$ cat config.mk
export PLATFORM = sky130hd
export DESIGN_NAME = pll_clock_ctrl
export DESIGN_NICKNAME = d
export VERILOG_FILES = /design/src/design/pll_pkg.sv /design/src/design/clk_div_unit.sv /design/src/design/pll_clock_ctrl.sv
export VERILOG_INCLUDE_DIRS = /design/src /design/src/design
export SDC_FILE = /design/constraint.sdc
export NUM_CORES = 1
export LEC_CHECK = 0
export BUFFER_PORTS_ARGS = -buffer_cell sky130_fd_sc_hd__buf_2
export CAP_MARGIN = 25
export CORE_MARGIN = 2
export CORE_UTILIZATION = 57
export CTS_CLUSTER_SIZE = 40
export DETAILED_ROUTE_END_ITERATION = 6
export PLACE_DENSITY = 0.8
export SLEW_MARGIN = 40
export SYNTH_ARGS = -nofsm -noshare
export SYNTH_HDL_FRONTEND = slang
export SYNTH_SLANG_ARGS = --single-unit
$ cat constraint.sdc
create_clock -name SYS_CLK -period 2.8 [get_ports SYS_CLK]
set_input_delay 0.56 -clock SYS_CLK [delete_from_list [all_inputs] [get_ports SYS_CLK]]
set_output_delay 0.56 -clock SYS_CLK [all_outputs]
set_load 0.05 [all_outputs]
$ cat src/design/pll_cfg.svh
// register offsets, field positions, reset values and timing counts of the clock controller
`ifndef PLL_CFG_SVH
`define PLL_CFG_SVH

// ==========================================
// register offsets (byte addresses)
`define OFS_CTRL 12'h100
`define OFS_MULT 12'h110
`define OFS_PREDIV 12'h114
`define OFS_DIV_A 12'h118
`define OFS_DIV_B 12'h11C
`define OFS_DIV_C 12'h120
`define OFS_DIV_AUX 12'h124
`define OFS_CMD 12'h138
`define OFS_STAT 12'h13C
`define OFS_ALIGN 12'h140

// ==========================================
// field positions
`define CTRL_USE_BIT 0
`define CTRL_CORE_RST_BIT 1
`define CMD_GO_BIT 0
`define STAT_BUSY_BIT 0
`define STAT_LOCK_BIT 1
`define STAT_RSTOK_BIT 2
`define STAT_ERR_BIT 3

// ==========================================
// reset values and limits
`define MULT_RST 5'h0D
`define MULT_MIN 5'h04
`define MULT_MAX 5'h19
`define PREDIV_RST 5'h01
`define DIV_A_RST 5'h01
`define DIV_B_RST 5'h02
`define DIV_C_RST 5'h03
`define DIV_AUX_RST 5'h01
`define ALIGN_RST 3'h0

// ==========================================
// timing
`define CLK_PERIOD_NS 10
`define CORE_RST_MIN_NS 125
`define LOCK_MIN_US 187.5

`endif

$ cat src/design/pll_pkg.sv
// types shared by the clock controller and its divider unit
package pll_pkg;

   // divide or multiply factor, value used as is
   typedef logic [4:0] ratio_type;

   // one apb request as seen by the slave
   typedef struct packed {
      logic sel;
      logic enable;
      logic write;
      logic [11:0] addr;
      logic [31:0] wdata;
   } apb_req_type;

   // divider change sequencer
   typedef enum logic {GO_IDLE, GO_WAIT} go_state_type;

endpackage : pll_pkg

$ cat src/design/clk_div_unit.sv
// one programmable output divider producing a 50 percent clock level
`timescale 1ns/1ps
`default_nettype none

module clk_div_unit #(
   parameter pll_pkg::ratio_type RST_RATIO = 5'h01
) (
   input wire logic clk,
   input wire logic rst,
   input wire logic tick,
   input wire logic load,
   input wire pll_pkg::ratio_type ratio_new,
   output logic clk_out,
   output logic at_end
);
   import pll_pkg::*;

   ratio_type cnt_r, cnt_nxt, ratio_r, ratio_nxt;
   logic out_r, out_nxt;

   // end of a whole period: this tick ends the high half
   assign at_end = tick && (cnt_r == ratio_r - 5'h01) && out_r;
   assign clk_out = out_r;

   // ==========================================
   // counter: level toggles every ratio ticks
   always_comb begin
      cnt_nxt = cnt_r;
      ratio_nxt = ratio_r;
      out_nxt = out_r;
      if (load) begin
         // restart low at count zero; aligned dividers load at a period boundary, others may cut a pulse short
         ratio_nxt = ratio_new;
         cnt_nxt = 5'h00;
         out_nxt = 1'b0;
      end else if (tick) begin
         if (cnt_r == ratio_r - 5'h01) begin
            cnt_nxt = 5'h00;
            out_nxt = ~out_r;
         end else begin
            cnt_nxt = cnt_r + 5'h01;
         end
      end
   end

   always_ff @(posedge clk) begin
      if (rst) begin
         cnt_r <= 5'h00;
         ratio_r <= RST_RATIO;
         out_r <= 1'b0;
      end else begin
         cnt_r <= cnt_nxt;
         ratio_r <= ratio_nxt;
         out_r <= out_nxt;
      end
   end
endmodule : clk_div_unit

`default_nettype wire

$ cat src/design/pll_clock_ctrl.sv
// pll clock controller: apb registers, reference merge, lock timing, aligned divider change
//
// Chosen here: register access over APB and the address map.
`timescale 1ns/1ps
`default_nettype none
`include "pll_cfg.svh"

module pll_clock_ctrl #(
   parameter int LOCK_CYCLES = int'($ceil(`LOCK_MIN_US * 1000.0 / `CLK_PERIOD_NS))
) (
   input wire logic SYS_CLK,
   input wire logic RST,
   input wire logic OSCILLATOR_INPUT,
   input wire logic EXTERNAL_CLOCK_PIN,
   input wire logic PSEL,
   input wire logic PENABLE,
   input wire logic PWRITE,
   input wire logic [11:0] PADDR,
   input wire logic [31:0] PWDATA,
   output logic [31:0] PRDATA,
   output logic PREADY,
   output logic PSLVERR,
   output logic SYSTEM_CLOCK_A,
   output logic SYSTEM_CLOCK_B,
   output logic SYSTEM_CLOCK_C,
   output logic AUX_CLOCK,
   output logic PLL_USE_ENABLE,
   output logic PLL_CORE_RESET,
   output pll_pkg::ratio_type PLL_MULTIPLIER,
   output pll_pkg::ratio_type REFERENCE_PRE_DIVIDER
);
   import pll_pkg::*;

   localparam int CORE_RST_CYCLES = (`CORE_RST_MIN_NS + `CLK_PERIOD_NS - 1) / `CLK_PERIOD_NS;
   localparam int LOCK_W = $clog2(LOCK_CYCLES + 1);
   localparam ratio_type div_rst_tab [4] = '{`DIV_A_RST, `DIV_B_RST, `DIV_C_RST, `DIV_AUX_RST};

   // ==========================================
   // reference input: both pins synchronised, then merged
   logic osc_s1_r, osc_s2_r, ext_s1_r, ext_s2_r, ref_prev_r;
   logic ref_merged, ref_rise, src_tick;

   always_ff @(posedge SYS_CLK) begin
      if (RST) begin
         osc_s1_r <= 1'b0;
         osc_s2_r <= 1'b0;
         ext_s1_r <= 1'b0;
         ext_s2_r <= 1'b0;
         ref_prev_r <= 1'b0;
      end else begin
         osc_s1_r <= OSCILLATOR_INPUT;
         osc_s2_r <= osc_s1_r;
         ext_s1_r <= EXTERNAL_CLOCK_PIN;
         ext_s2_r <= ext_s1_r;
         ref_prev_r <= ref_merged;
      end
   end

   // unused source must sit low, otherwise it corrupts the merged reference
   assign ref_merged = osc_s2_r | ext_s2_r;
   assign ref_rise = ref_merged && !ref_prev_r;

   // ==========================================
   // apb request and register file
   apb_req_type req;
   logic pready_r, pready_nxt, pslverr_r, pslverr_nxt;
   logic [31:0] prdata_r, prdata_nxt;
   logic use_en_r, use_en_nxt, core_rst_r, core_rst_nxt;
   ratio_type mult_r, mult_nxt, prediv_r, prediv_nxt;
   ratio_type div_shadow_r [4];
   ratio_type div_shadow_nxt [4];
   logic [2:0] align_r, align_nxt;
   logic err_r, err_nxt;
   logic bad, ratio_ok, wr_done, go_req, core_set, lock_restart;
   logic [6:0] a7, b7;
   logic [31:0] rd_data;
   go_state_type go_state_r, go_state_nxt;
   logic [LOCK_W-1:0] lock_cnt_r, lock_cnt_nxt;
   logic [3:0] hold_cnt_r, hold_cnt_nxt;
   logic lock_done, reset_ok, fire;
   logic [3:0] at_end, clk_vec, align_mask;

   assign req = '{sel: PSEL, enable: PENABLE, write: PWRITE, addr: PADDR, wdata: PWDATA};
   // a write takes effect only at the edge where pready is seen high
   assign wr_done = req.sel && req.enable && pready_r && req.write && !bad;

   // second clock must be 2, 3 or 4 times slower than the first
   assign a7 = {2'h0, div_shadow_r[0]};
   assign b7 = {2'h0, div_shadow_r[1]};
   assign ratio_ok = (b7 == 7'h02 * a7) || (b7 == 7'h03 * a7) || (b7 == 7'h04 * a7);

   // refusal of out of range writes and unmapped addresses
   always_comb begin
      bad = 1'b0;
      unique case (req.addr)
         `OFS_CTRL, `OFS_STAT, `OFS_ALIGN: bad = 1'b0;
         `OFS_MULT: bad = req.write && (req.wdata[4:0] < `MULT_MIN ||
                                        req.wdata[4:0] > `MULT_MAX);
         `OFS_PREDIV, `OFS_DIV_A, `OFS_DIV_B, `OFS_DIV_C, `OFS_DIV_AUX:
            bad = req.write && req.wdata[4:0] == 5'h00;
         `OFS_CMD: bad = req.write && req.wdata[`CMD_GO_BIT] && !ratio_ok;
         default: bad = 1'b1;
      endcase
   end

   // read mux, bits above each field read as zero
   always_comb begin
      rd_data = 32'h0000_0000;
      unique case (req.addr)
         `OFS_CTRL: begin
            rd_data[`CTRL_USE_BIT] = use_en_r;
            rd_data[`CTRL_CORE_RST_BIT] = core_rst_r;
         end
         `OFS_MULT: rd_data[4:0] = mult_r;
         `OFS_PREDIV: rd_data[4:0] = prediv_r;
         `OFS_DIV_A: rd_data[4:0] = div_shadow_r[0];
         `OFS_DIV_B: rd_data[4:0] = div_shadow_r[1];
         `OFS_DIV_C: rd_data[4:0] = div_shadow_r[2];
         `OFS_DIV_AUX: rd_data[4:0] = div_shadow_r[3];
         `OFS_STAT: begin
            rd_data[`STAT_BUSY_BIT] = (go_state_r == GO_WAIT);
            rd_data[`STAT_LOCK_BIT] = lock_done;
            rd_data[`STAT_RSTOK_BIT] = reset_ok;
            rd_data[`STAT_ERR_BIT] = err_r;
         end
         `OFS_ALIGN: rd_data[2:0] = align_r;
         default: rd_data = 32'h0000_0000;
      endcase
   end

   assign go_req = wr_done && req.addr == `OFS_CMD && req.wdata[`CMD_GO_BIT];
   assign core_set = wr_done && req.addr == `OFS_CTRL && req.wdata[`CTRL_CORE_RST_BIT] &&
                     !core_rst_r;
   assign lock_restart = wr_done && (req.addr == `OFS_MULT || req.addr == `OFS_PREDIV);

   // register next values; one wait state before every answer
   always_comb begin
      pready_nxt = req.sel && req.enable && !pready_r;
      pslverr_nxt = pready_nxt && bad;
      prdata_nxt = (pready_nxt && !req.write) ? rd_data : 32'h0000_0000;
      use_en_nxt = use_en_r;
      core_rst_nxt = core_rst_r;
      mult_nxt = mult_r;
      prediv_nxt = prediv_r;
      div_shadow_nxt = div_shadow_r;
      align_nxt = align_r;
      err_nxt = err_r;
      if (wr_done) begin
         unique case (req.addr)
            `OFS_CTRL: begin
               use_en_nxt = req.wdata[`CTRL_USE_BIT];
               core_rst_nxt = req.wdata[`CTRL_CORE_RST_BIT];
            end
            `OFS_MULT: mult_nxt = req.wdata[4:0];
            `OFS_PREDIV: prediv_nxt = req.wdata[4:0];
            // shadows only: the running ratios change on go
            `OFS_DIV_A: div_shadow_nxt[0] = req.wdata[4:0];
            `OFS_DIV_B: div_shadow_nxt[1] = req.wdata[4:0];
            `OFS_DIV_C: div_shadow_nxt[2] = req.wdata[4:0];
            `OFS_DIV_AUX: div_shadow_nxt[3] = req.wdata[4:0];
            `OFS_ALIGN: align_nxt = req.wdata[2:0];
            default: err_nxt = err_r;
         endcase
      end
      // refused go raises the error flag, an accepted go clears it
      if (req.sel && req.enable && pready_r && req.write && req.addr == `OFS_CMD &&
          req.wdata[`CMD_GO_BIT]) begin
         err_nxt = bad;
      end
   end

   always_ff @(posedge SYS_CLK) begin
      if (RST) begin
         pready_r <= 1'b0;
         pslverr_r <= 1'b0;
         prdata_r <= 32'h0000_0000;
         use_en_r <= 1'b0;
         core_rst_r <= 1'b1;
         mult_r <= `MULT_RST;
         prediv_r <= `PREDIV_RST;
         div_shadow_r <= div_rst_tab;
         align_r <= `ALIGN_RST;
         err_r <= 1'b0;
      end else begin
         pready_r <= pready_nxt;
         pslverr_r <= pslverr_nxt;
         prdata_r <= prdata_nxt;
         use_en_r <= use_en_nxt;
         core_rst_r <= core_rst_nxt;
         mult_r <= mult_nxt;
         prediv_r <= prediv_nxt;
         div_shadow_r <= div_shadow_nxt;
         align_r <= align_nxt;
         err_r <= err_nxt;
      end
   end

   // ==========================================
   // core reset hold and lock timers, reported only; software owns the wait
   assign reset_ok = (hold_cnt_r == 4'(CORE_RST_CYCLES));
   assign lock_done = !core_rst_r && lock_cnt_r == '0;

   always_comb begin
      hold_cnt_nxt = hold_cnt_r;
      lock_cnt_nxt = lock_cnt_r;
      if (core_set) begin
         hold_cnt_nxt = 4'h0;
      end else if (core_rst_r && !reset_ok) begin
         hold_cnt_nxt = hold_cnt_r + 4'h1;
      end
      if (core_rst_r || lock_restart) begin
         lock_cnt_nxt = LOCK_W'(LOCK_CYCLES);
      end else if (lock_cnt_r != '0) begin
         lock_cnt_nxt = lock_cnt_r - 1'b1;
      end
   end

   always_ff @(posedge SYS_CLK) begin
      if (RST) begin
         hold_cnt_r <= 4'h0;
         lock_cnt_r <= LOCK_W'(LOCK_CYCLES);
      end else begin
         hold_cnt_r <= hold_cnt_nxt;
         lock_cnt_r <= lock_cnt_nxt;
      end
   end

   // ==========================================
   // go sequencer: waits for every aligned divider to end a period together
   // waits as long as the common boundary takes; with no reference on the bypass path it waits forever unless align is zero, which fires at once
   assign align_mask = {1'b0, align_r};
   assign fire = (go_state_r == GO_WAIT) && &(at_end | ~align_mask);

   always_comb begin
      go_state_nxt = go_state_r;
      unique case (go_state_r)
         GO_IDLE: if (go_req) go_state_nxt = GO_WAIT;
         GO_WAIT: if (fire) go_state_nxt = GO_IDLE;
      endcase
   end

   always_ff @(posedge SYS_CLK) begin
      if (RST) begin
         go_state_r <= GO_IDLE;
      end else begin
         go_state_r <= go_state_nxt;
      end
   end

   // ==========================================
   // four output dividers fed by the pll stand-in or by the reference
   // pll path: every system clock cycle stands for one pll output edge
   assign src_tick = use_en_r ? 1'b1 : ref_rise;

   for (genvar i = 0; i < 4; i++) begin : g_div
      clk_div_unit #(.RST_RATIO(div_rst_tab[i])) u_div (
         .clk(SYS_CLK),
         .rst(RST),
         .tick(src_tick),
         .load(fire),
         .ratio_new(div_shadow_r[i]),
         .clk_out(clk_vec[i]),
         .at_end(at_end[i])
      );
   end

   // all outputs come straight from flops
   assign SYSTEM_CLOCK_A = clk_vec[0];
   assign SYSTEM_CLOCK_B = clk_vec[1];
   assign SYSTEM_CLOCK_C = clk_vec[2];
   assign AUX_CLOCK = clk_vec[3];
   assign PLL_USE_ENABLE = use_en_r;
   assign PLL_CORE_RESET = core_rst_r;
   assign PLL_MULTIPLIER = mult_r;
   assign REFERENCE_PRE_DIVIDER = prediv_r;
   assign PRDATA = prdata_r;
   assign PREADY = pready_r;
   assign PSLVERR = pslverr_r;
endmodule : pll_clock_ctrl

`default_nettype wire

Yosys cells after proc, flatten, opt, wreduce, memory -nomap -nowiden
Cells that the tools add are included.
Widths: inputs -> output; s select.
{"block": "word_totals", "reg_bits": 139, "output_inout_bits": 50, "elab_cells": 152}
{"block": "op_classes", "add_sub_neg": 10, "multipliers": 1, "order_cmp": 2, "eq_ne": 18, "n_mux": 13, "bitwise_logic": 9, "n_reduce_logical": 65}
{"op": "$eq 12x9->1 const B", "count": 10}
{"op": "$logic_and 1x1->1", "count": 31}
{"op": "$reduce_and 2->1", "count": 12}
{"op": "$add 5x1->5 const B", "count": 4}
{"op": "$eq 5x5->1", "count": 4}
{"op": "$mux 5", "count": 4}
{"op": "$sub 5x1->5 const B", "count": 4}
{"op": "$pmux 2 s9", "count": 1}
{"op": "$logic_not 15->1", "count": 1}
{"op": "$reduce_bool 15->1", "count": 1}
{"op": "$sub 15x1->15 const B", "count": 1}
{"op": "$eq 5x7->1", "count": 2}
{"op": "$pmux 1 s8", "count": 1}
{"op": "$reduce_or 2->1", "count": 4}
{"op": "$logic_not 1->1", "count": 7}
{"op": "$mul 2x5->7 const A", "count": 1}
{"op": "$pmux 1 s7", "count": 1}
{"op": "$eq 5x6->1", "count": 1}
{"op": "$not 1->1", "count": 6}
{"op": "$pmux 1 s6", "count": 1}
{"op": "$gt 5x5->1 const B", "count": 1}
{"op": "$logic_not 5->1", "count": 1}
{"op": "$logic_or 1x1->1", "count": 5}
{"op": "$lt 5x3->1 const B", "count": 1}
{"op": "11 further kinds", "count": 13}

Longest topological paths before layout
Gate-level depths: netlist (run 1).
{"block": "depth", "depth_word": 13, "mapped_depth": 10, "mapped_depth_nobuf": 8}

Hierarchy
Synthesis (run 1) repeated with hierarchy kept, for this count alone.
{"block": "unflattened", "cells_unflattened": 656, "area_unflattened_um2": 6098.3}
{"module": "pll_clock_ctrl", "n_inst": 1, "cells_each": 424, "area_per_inst_um2": 3858.7, "seq_area_each_um2": 1361.3}
{"module": "clk_div_unit (g_div[0].u_div ...)", "n_inst": 3, "cells_each": 58, "area_per_inst_um2": 560.5, "seq_area_each_um2": 220.2}
{"module": "clk_div_unit (g_div[2].u_div)", "n_inst": 1, "cells_each": 58, "area_per_inst_um2": 558.0, "seq_area_each_um2": 220.2}

Worst setup path before layout (run 1)
OpenSTA, ideal clock, no wires.
{"block": "synth_path", "kind": "reg2reg", "startpoint": "register use_en_r (netlist: PLL_USE_ENABLE)", "endpoint": "register g_div[1].u_div.ratio_r[0]", "t_arrival_ns": 2.240, "setup_slack_ns": 0.488, "path_stages_with_launch": 9, "path_buffers": 3, "synth_period_minus_slack_ns": 2.312, "cell_sequence": "dfxtp_1 -> o21ba_2 -> buf_2 -> nor4_1 -> a31o_2 -> and4_1 -> buf_2 -> buf_4 -> mux2i_1"}
{"block": "synth_via", "elab_chain_cells": 6, "word_cells_on_any_way": 12, "classes_between": "mux (1); bitwise (1); reduce/logical (10)"}
{"item": "from (decl)", "line": "pll_clock_ctrl.sv:68", "source": "logic use_en_r, use_en_nxt, core_rst_r, core_rst_nxt;"}
{"item": "from (signal assigned)", "line": "pll_clock_ctrl.sv:188", "source": "use_en_r <= use_en_nxt;"}
{"item": "$mux 1 (*)", "line": "pll_clock_ctrl.sv:253", "source": "assign src_tick = use_en_r ? 1'b1 : ref_rise;"}
{"item": "$logic_and 1x1->1 (2 in a row)", "line": "clk_div_unit.sv:22", "source": "assign at_end = tick && (cnt_r == ratio_r - 5'h01) && out_r;"}
{"item": "$or 4x4->4 (*)", "line": "pll_clock_ctrl.sv:232", "source": "assign fire = (go_state_r == GO_WAIT) && &(at_end | ~align_mask);"}
{"item": "$reduce_and 4->1 (*)", "line": "pll_clock_ctrl.sv:232"}
{"item": "$logic_and 1x1->1 (*)", "line": "pll_clock_ctrl.sv:232"}
{"item": "to (signal assigned)", "line": "clk_div_unit.sv:53", "source": "ratio_r <= ratio_nxt;"}
{"item": "to (decl)", "line": "clk_div_unit.sv:18", "source": "ratio_type cnt_r, cnt_nxt, ratio_r, ratio_nxt;"}
Mark *: on every way between the ends. The rest lies on a longest branch, timed or not.
A chain may end at the register's enable or synchronous reset.

Worst setup path after layout (run 1)
{"block": "layout_path", "startpoint": "register div_shadow_r (netlist bit a7[0])", "endpoint": "register go_state_r"}
{"block": "layout_via", "elab_chain_cells": 13, "word_cells_on_any_way": 15, "classes_between": "mul (1); eq/ne (3); mux (3); reduce/logical (8)"}
{"item": "from (decl)", "line": "pll_clock_ctrl.sv:70", "source": "ratio_type div_shadow_r [4];"}
{"item": "from (signal assigned)", "line": "pll_clock_ctrl.sv:181", "source": "div_shadow_r <= div_rst_tab;"}
{"item": "from (signal assigned)", "line": "pll_clock_ctrl.sv:192", "source": "div_shadow_r <= div_shadow_nxt;"}
{"item": "$mul 2x5->7", "line": "pll_clock_ctrl.sv:90", "source": "assign ratio_ok = (b7 == 7'h02 * a7) || (b7 == 7'h03 * a7) || (b7 == 7'h04 * a7);"}
{"item": "$eq 5x7->1", "line": "pll_clock_ctrl.sv:90"}
{"item": "$logic_or 1x1->1", "line": "pll_clock_ctrl.sv:90"}
{"item": "$logic_or 1x1->1 (*)", "line": "pll_clock_ctrl.sv:90"}
{"item": "$logic_not 1->1 (*)", "line": "pll_clock_ctrl.sv:101", "source": "`OFS_CMD: bad = req.write && req.wdata[`CMD_GO_BIT] && !ratio_ok;"}
{"item": "$logic_and 1x1->1 (*)", "line": "pll_clock_ctrl.sv:101"}
{"item": "$pmux 1 s4 (*)", "line": "pll_clock_ctrl.sv:95", "source": "unique case (req.addr)"}
{"item": "$logic_not 1->1 (*)", "line": "pll_clock_ctrl.sv:85", "source": "assign wr_done = req.sel && req.enable && pready_r && req.write && !bad;"}
{"item": "$logic_and 1x1->1 (*)", "line": "pll_clock_ctrl.sv:85"}
{"item": "$logic_and 1x1->1 (no source line) (*)"}
{"item": "$logic_and 1x1->1 (*)", "line": "pll_clock_ctrl.sv:131", "source": "assign go_req = wr_done && req.addr == `OFS_CMD && req.wdata[`CMD_GO_BIT];"}
{"item": "$mux 1 (*)", "line": "pll_clock_ctrl.sv:237", "source": "GO_IDLE: if (go_req) go_state_nxt = GO_WAIT;"}
{"item": "$pmux 1 s2 (*)", "line": "pll_clock_ctrl.sv:236", "source": "unique case (go_state_r)"}
{"item": "to (signal assigned)", "line": "pll_clock_ctrl.sv:246", "source": "go_state_r <= go_state_nxt;"}
{"item": "to (decl)", "line": "pll_clock_ctrl.sv:77", "source": "go_state_type go_state_r, go_state_nxt;"}
Marked as above.

==> out/metrics.cfg, run 1 <==
[status]
status=finished clean

[place]
dp_hpwl_microns=9820
pre_cts_ws_ps=229
io_buffers=46
gp_congestion=0.940

[sta]
tightest_slew_ps=780
timing.final.max_slew_violations=0
period_minus_slack_ps=2400
period_share_pct=85.6
setup_viol=0
setup_slack_ps=402
rsz0062_at_grt=no
hold_viol=0
max_freq_ghz=0.417
skew_ps=8.29
slew_headroom_pct=48.0
fin_tns_setup_ps=0

[grt]
overflow=0
met1_usage_pct=30.9
use_met2_pct=39.2
antenna_found_initial=0
grt_use_total_pct=23.6
grt_pass1_vias=4667
grt_max_degree=59
busiest_layer=met2
grt_pass1_wl_microns=22200
use_met3_pct=4.00

[worst_setup_path]
path_max_fanout=7
endpoint_kind=flip-flop
path_cells=ha_1 > fa_1 > xnor2_1 > nand2_1 > nor4_1 > a31oi_1 > nand2b_1 > a211oi_1
required_ps=3110
worstSetupStartpointType=flip-flop
crit_arrival_ps=2710
cp_top_family=adder cells
critPathSlowestCell=dfxtp_1
worst-path-buf-inv=0
path_class=flip-flop to flip-flop
critPathMaxStageDelay_ps=510

[power_and_ir_drop]
p_total_mw=2.92
p_leak_nw=2.56
ir_worst_vdd_v=0.000265
pwr_density_cell_nw_per_um2=436

[synthesis]
synth_seq_cells=112
ys_types=69
synth_edf_count=0
synth_area_per_cell_sq_um=8.84
async_reset_ff_share_pct=0
yosysWarnings=0
yosysSeqAreaShare_pct=35.8
postSynthCellCount=708
synthFlopType=dfxtp_1
synth_area_sq_um=6260

[clocking]
cts.hold.buffers_added=0
post_cts_buffers=0
cts_sinks=112
clk_latency_ps=390
cts_tree=yes
path_clk_slew_ps=110
cts_made_buffers=9
clk_path_buf_depth=2
htreeDepth=3
clockRootBuffer=clkbuf_8
cts.repair.resized=0

[detailed_routing]
postRouteAntennaNets=0
totalWireLength_microns=13300
viasPerCell=5.54
remaining_drc_errors=0
vias=4910
wl_per_cell_microns=15.0
dr.pass1.iters=5
drtIter0Drc=216

[die]
io-pin-count=101
initial_core_util_pct=58.0
die_w_microns=109
core-area_sq_um=10800
fp.dieH_microns=109
fp.dieArea_sq_um=11800
rows=38

[final_layout]
drive_gt1_share_pct=13.8
area_growth_pct=6.85
nNetsFinal=811
n_antenna_cell=0

[min_path]
min_path_type=input port to flip-flop

[job]
maxCapViolCount=0

layout by cell type (no fill, tap or decap), drive strengths merged, types with 3 or more instances in the layout:
master / n
a211o: 6
a211oi: 3
a21oi: 14
a221oi: 4
a31o: 4
a31oi: 3
and2: 5
buf: 60
clkbuf: 9
conb: 27
dfxtp: 112
ha: 17
inv: 24
mux2: 3
mux2i: 53
nand2: 65
nand2b: 45
nand3: 9
nand3b: 5
nand4: 16
nor2: 68
nor2b: 10
nor3: 42
nor4: 12
o211a: 4
o21ai: 9
o22ai: 3
o31ai: 5
or4: 4
xnor2: 44
xor2: 23
through the flow:
step | area (sq um) | util [%] | hold WS (ps) | std cells
3_5_place_dp | 6490 | 60.1 | 426 | 871
4_1_cts | 6690 | 62.0 | 371 | 887
6_report | 6690 | 62.0 | 371 | 887
5_1_grt | 6690 | 62.0 | 399 | 887
2_1_floorplan | 6360 | - | 414 | 734
3_3_place_gp | 6490 | 60.1 | 421 | 871
cells by family after synthesis:
kind of cell | count (synthesis) | synth area share [%]
AND/OR/NAND/NOR | 293 | 25.5
flip-flops | 112 | 35.8
buffers and inverters | 84 | 7.41
AO/OA/AOI/OAI | 77 | 9.11
XOR/XNOR | 67 | 9.37
multiplexers | 56 | 9.01
adder cells (fa/ha/maj) | 18 | 3.72
other | 1 | 0.0599
layer usage:
layer,vias to the layer above,routed length (microns)
met5,-,0
met4,0,260
met3,23,589
met2,125,6340
met1,2313,6100
li1,2449,-
final cells by class:
class,count,area [sq um]
Clock buffer,9,124
Sequential cell,112,2240
Clock inverter,7,77.6
Fill cell,896,4100
Inverter,21,78.8
Multi-Input combinational cell,538,3660
Tap cell,140,175
Timing Repair Buffer,60,335
path summary, 6_finish.rpt:
check / depth (start not counted) / startpoint / slack (ps) / endpoint
min reg2reg: 2 / lock_cnt_r[14] / 460 / lock_cnt_r[14]
max: 8 / a7[0] / 400 / go_state_r
min: 2 / OSCILLATOR_INPUT / 370 / osc_s1_r
max reg2reg: 8 / a7[0] / 400 / go_state_r
state kept, by name (all words and copies together) (netlist names), 5 cells and up:
| name | cells |
|---|---|
| div_shadow_r | 10 |
| PLL_MULTIPLIER | 5 |
| b7 | 5 |
| PRDATA | 5 |
| g_div.u_div.cnt_r | 20 |
| REFERENCE_PRE_DIVIDER | 5 |
| lock_cnt_r | 15 |
| g_div.u_div.ratio_r | 20 |
| a7 | 5 |
cell usage after synthesis (all sizes together) (5+ instances only):
| cell type | count | share of area (%) |
|---|---|---|
| dfxtp | 112 | 36 |
| nor2 | 68 | 4.2 |
| nand2 | 65 | 3.9 |
| mux2i | 53 | 8.5 |
| nand2b | 45 | 4.5 |
| xnor2 | 44 | 6.2 |
| buf | 43 | 5.0 |
| nor3 | 42 | 3.5 |
| xor2 | 23 | 3.2 |
| inv | 21 | 1.3 |
| clkbuf | 20 | 1.2 |
| ha | 17 | 3.4 |
| nand4 | 16 | 1.7 |
| a21oi | 14 | 1.1 |
| nor4 | 12 | 2.4 |
| nor2b | 10 | 1.0 |
| nand3 | 9 | 0.80 |
| o21ai | 9 | 0.72 |
| a211o | 6 | 0.84 |
| and2 | 5 | 0.50 |
| nand3b | 5 | 0.60 |
| o31ai | 5 | 0.60 |
power by group:
group,leakage [nW],internal [mW],total [mW],switching (mW)
clock network,0.101,0.424,1.01,0.582
logic,1.56,0.0729,0.277,0.204
registers,0.906,1.61,1.63,0.0205
worst reg2reg max path: stages, from the launching register on:
cell and delay [ps]:
dfxtp_1 510, ha_1 250, fa_1 440, xnor2_1 150, nand2_1 60, nor4_1 260, a31oi_1 210, nand2b_1 210
a211oi_1 230
Power figures use the tool's default switching activity.
==> run 2, diff against run 1 <==
Settings changed: PLACE_DENSITY 0.8 to not set, PLACE_DENSITY_LB_ADDON set to 0.1.
Clock period 2.8 ns to 2.6 ns, I/O delays scaled along.
==> run 2 against run 1 <==
Compared with the run above:
- die area did not move
- utilization increased by 0.86 points
- hold slack got worse by 16 ps
- final cell count up 1.4%
- critical path depth is the same
- wire length up 3.7%
- combinational power grew 11%
- sequential cell count did not move
- non-clock buffer count up 12
- largest power group unchanged
- highest routed layer unchanged
==> out/metrics.cfg, run 2 (synthesis gave the netlist of run 1 again) <==
[worst_setup_path]
crit_arrival_ps=2690
crit_start=lock_cnt_r[0]
path_cells=inv_1 > ha_1 > or3b_2 > nor4_4 > nand2_1 > nor3_1 > a21oi_1 > a31oi_1
timing.rr.start=lock_cnt_r[0]
path_class=flip-flop to flip-flop
required_ps=2880
path_max_fanout=6
critPathMaxStageDelay_ps=520
endpoint_kind=flip-flop
ff2ff_path_depth=8
critPathSlowestCell=or3b_2
worstSetupStartpointType=flip-flop

[clocking]
htreeDepth=3
cts_tree=yes
post_cts_buffers=0
cts.hold.buffers_added=0
path_clk_slew_ps=100
cts.repair.resized=0
clk_latency_ps=390
clk_path_buf_depth=2
cts_sinks=112
cts_made_buffers=9
clockRootBuffer=clkbuf_8

[detailed_routing]
totalWireLength_microns=13800
wl_per_cell_microns=15.3
viasPerCell=5.47
vias=4915
postRouteAntennaNets=0
dr.pass1.iters=5
drtIter0Drc=273
remaining_drc_errors=0

[power_and_ir_drop]
seqPwrFrac_pct=56.8
swShare_pct=27.9
comb_power_share_pct=9.9
p_leak_nw=2.62
power_switching_mw=0.865
p_total_mw=3.10
intPower_mw=2.23
pwr_density_cell_nw_per_um2=456
p_clk_share_pct=33.3
ir_worst_vdd_v=0.000412

[sta]
slew_headroom_pct=62.6
max_freq_ghz=0.415
hold_viol=0
skew_ps=18.0
fin_tns_setup_ps=0
timing.final.max_slew_violations=0
period_minus_slack_ps=2410
rsz0062_at_grt=no
tightest_slew_ps=557
setup_viol=0
holdWs_ps=355
period_share_pct=92.7

[grt]
grt_pass1_vias=4687
grt_max_degree=94
grt_use_total_pct=24.8
grt_pass1_wl_microns=22900
antenna_found_initial=0
overflow=0

[status]
status=finished clean

[place]
gp_congestion=0.934
io_buffers=46
dp_hpwl_microns=10200

[die]
rows=38
core-area_sq_um=10800
initial_core_util_pct=58.0
fp.dieH_microns=109
io-pin-count=101
fp.dieArea_sq_um=11800
die_w_microns=109

[final_layout]
nNetsFinal=823
mostFrequentLayoutCells=dfxtp_1 (112), nor2_1 (66), nand2_1 (65), mux2i_1 (53), buf_2 (46)
mostFrequentLayoutCell=dfxtp_1
area_growth_pct=8.33
n_antenna_cell=0
fillers=925
drive_gt1_share_pct=15.2
reg_top3=g_div.u_div.cnt_r (20), g_div.u_div.ratio_r (20), lock_cnt_r (15)

[job]
maxCapViolCount=0

[min_path]
min_path_type=input port to flip-flop
hp-start=OSCILLATOR_INPUT
hold_depth=2

run 2: metrics by stage:
step           util, %  worst slack (ps)  cell area [sq um]  std cells
6_report          62.9               191               6780        899
5_1_grt           62.9              24.7               6780        899
4_1_cts           62.9               216               6780        899
3_5_place_dp      61.1               105               6590        883
3_3_place_gp      61.0               128               6590        883
2_1_floorplan        -               288               6360        734
run 2: worst paths after layout:
kind                                  end  slack, ps
worst max-delay path            PRDATA[1]        190
worst max register to register  PRDATA[1]        190
worst min-delay path             osc_s1_r        350
worst min register to register   ext_s2_r        450
run 2: cell type report:
| class | count | area [sq um] | area share, % |
|---|---|---|---|
| clock buffers | 11 | 151 | 2.23 |
| inverters | 21 | 78.8 | 1.16 |
| clock inverters | 5 | 40.0 | 0.590 |
| flip-flops and latches | 112 | 2240 | 33.1 |
| multi-input cells | 538 | 3660 | 53.9 |
| repair buffers | 72 | 438 | 6.46 |
| well taps | 140 | 175 | 2.58 |
run 2: critical path, delay by kind of cell, from the launching register on:
| kind | cells | cell delay, ps |
|---|---|---|
| simple gates | 4 | 1290 |
| buf+inv | 1 | 70 |
| compound gates | 2 | 350 |
| fa+ha+maj | 1 | 240 |
| flops | 1 | 370 |
run 2: power groups by stage:
stage	Clock (mW)	Sequential, mW	Combinational (mW)
6_report	1.03	1.76	0.308
2_1_floorplan	0	1.81	0.254
4_1_cts	1.06	1.76	0.307
5_1_grt	1.12	1.76	0.333
3_5_place_dp	0	1.80	0.307
3_3_place_gp	0	1.80	0.302
run 2: routing by layer:
layer	share of wire, %	track usage, %
met5	0	0
met4	1.2	7.60
met3	4.5	5.26
met2	47	40.5
met1	47	32.8
==> run 3, diff against run 2 <==
Settings changed: CORE_UTILIZATION 57 to 60, CTS_CLUSTER_SIZE 40 to 25.
Clock period 2.6 ns to 2.95 ns, I/O delays scaled along.
==> run 3 against run 2 <==
Compared with the run above:
- combinational power is 13% lower
- highest routed layer unchanged
- worst setup slack better by 220 ps
- sequential share of layout area increased by 0.54 points
- critical path type unchanged
- via count up 0.35%
==> out/metrics.cfg, run 3 (synthesis gave the netlist of run 1 again) <==
[clocking]
cts_made_buffers=9
cts.hold.buffers_added=0
clk_path_buf_depth=2
htreeDepth=3
clockRootBuffer=clkbuf_8
cts_tree=yes
post_cts_buffers=0
cts.repair.resized=0
path_clk_slew_ps=100
clk_latency_ps=390
cts_sinks=112

[min_path]
min_path_type=input port to flip-flop

[worst_setup_path]
path_cells=inv_1 > ha_1 > xnor2_1 > nor4_1 > a31o_2 > and4_2 > buf_4 > nor3_1
crit_arrival_ps=2800
worst-path-buf-inv=2
path_class=flip-flop to flip-flop
cp_top_family=simple AND/OR/NAND/NOR gates
worstSetupStartpointType=flip-flop
endpoint_kind=flip-flop
critPathMaxStageDelay_ps=430
required_ps=3210
path_max_fanout=24
critPathSlowestCell=and4_2

[sta]
setup_viol=0
tightest_slew_ps=664
slew_headroom_pct=55.4
skew_ps=9.09
hold_viol=0
period_share_pct=86.1
rsz0062_at_grt=no
period_minus_slack_ps=2540
timing.final.max_slew_violations=0
max_freq_ghz=0.394
holdWs_ps=404
fin_tns_setup_ps=0

[grt]
grt_use_total_pct=24.9
overflow=0
grt_pass1_vias=4580
grt_pass1_wl_microns=22600
antenna_found_initial=0
grt_max_degree=58

[final_layout]
n_antenna_cell=0
mostFrequentLayoutCell=dfxtp_1
area_growth_pct=6.59
reg_top3=g_div.u_div.cnt_r (20), g_div.u_div.ratio_r (20), lock_cnt_r (15)
drive_gt1_share_pct=13.4
nNetsFinal=810
mostFrequentLayoutCells=dfxtp_1 (112), nor2_1 (66), nand2_1 (65), mux2i_1 (53), buf_2 (46)
fillers=903

[die]
core-area_sq_um=10200
io-pin-count=101
rows=37
initial_core_util_pct=61.2
die_w_microns=106
fp.dieH_microns=106
fp.dieArea_sq_um=11300

[power_and_ir_drop]
intPower_mw=1.94
swShare_pct=27.8
p_leak_nw=2.55
pwr_density_cell_nw_per_um2=402
power_switching_mw=0.746
seqPwrFrac_pct=57.7
comb_power_share_pct=9.9
p_total_mw=2.69
ir_worst_vdd_v=0.000376
p_clk_share_pct=32.4

[detailed_routing]
dr.pass1.iters=4
remaining_drc_errors=0
totalWireLength_microns=13500
vias=4932
wl_per_cell_microns=15.3
postRouteAntennaNets=0
drtIter0Drc=363
viasPerCell=5.59

[status]
status=finished clean

[place]
gp_congestion=0.898
dp_hpwl_microns=9970
io_buffers=46

[job]
maxCapViolCount=0

## run 3: area by class of cell
class / count / area [sq um] / share of cell area, %
Clock inverter: 5 / 38.8 / 0.581
Multi-Input combinational cell: 538 / 3660 / 54.9
Timing Repair Buffer: 59 / 340 / 5.10
Inverter: 21 / 78.8 / 1.18
Tap cell: 136 / 170 / 2.55
Sequential cell: 112 / 2240 / 33.6
Clock buffer: 11 / 141 / 2.12
## run 3: power by group through the flow
stage | clock network, mW | registers, mW | logic, mW
6_report | 0.869 | 1.55 | 0.267
5_1_grt | 0.951 | 1.55 | 0.289
4_1_cts | 0.899 | 1.55 | 0.265
3_5_place_dp | 0 | 1.58 | 0.265
3_3_place_gp | 0 | 1.58 | 0.258
2_1_floorplan | 0 | 1.60 | 0.223
## run 3: final timing paths
path                        startpoint                endpoint  slack, ps  depth (start not counted)
max          g_div[1].u_div.ratio_r[0]  g_div[0].u_div.clk_out        410                          8
min                   OSCILLATOR_INPUT                osc_s1_r        400                          2
max reg2reg  g_div[1].u_div.ratio_r[0]  g_div[0].u_div.clk_out        410                          8
min reg2reg                   osc_s1_r                osc_s2_r        460                          1
## run 3: routing by layer
metal  vias to the layer above  track usage, %  part of all wire [%]
met1                      2331            33.1                    46
li1                       2449               -                     -
met5                         -               0                     0
met4                         0            6.58                   1.1
met3                        11            6.07                   4.9
met2                       141            40.7                    48
## run 3: stage by stage
stage,setup WS (ps),instances,cell area (sq um),util (%)
floorplan,608,734,6360,-
global placement,340,866,6490,63.4
detailed placement,230,866,6490,63.4
CTS,373,882,6670,65.2
global route,209,882,6680,65.2
finish,411,882,6680,65.2
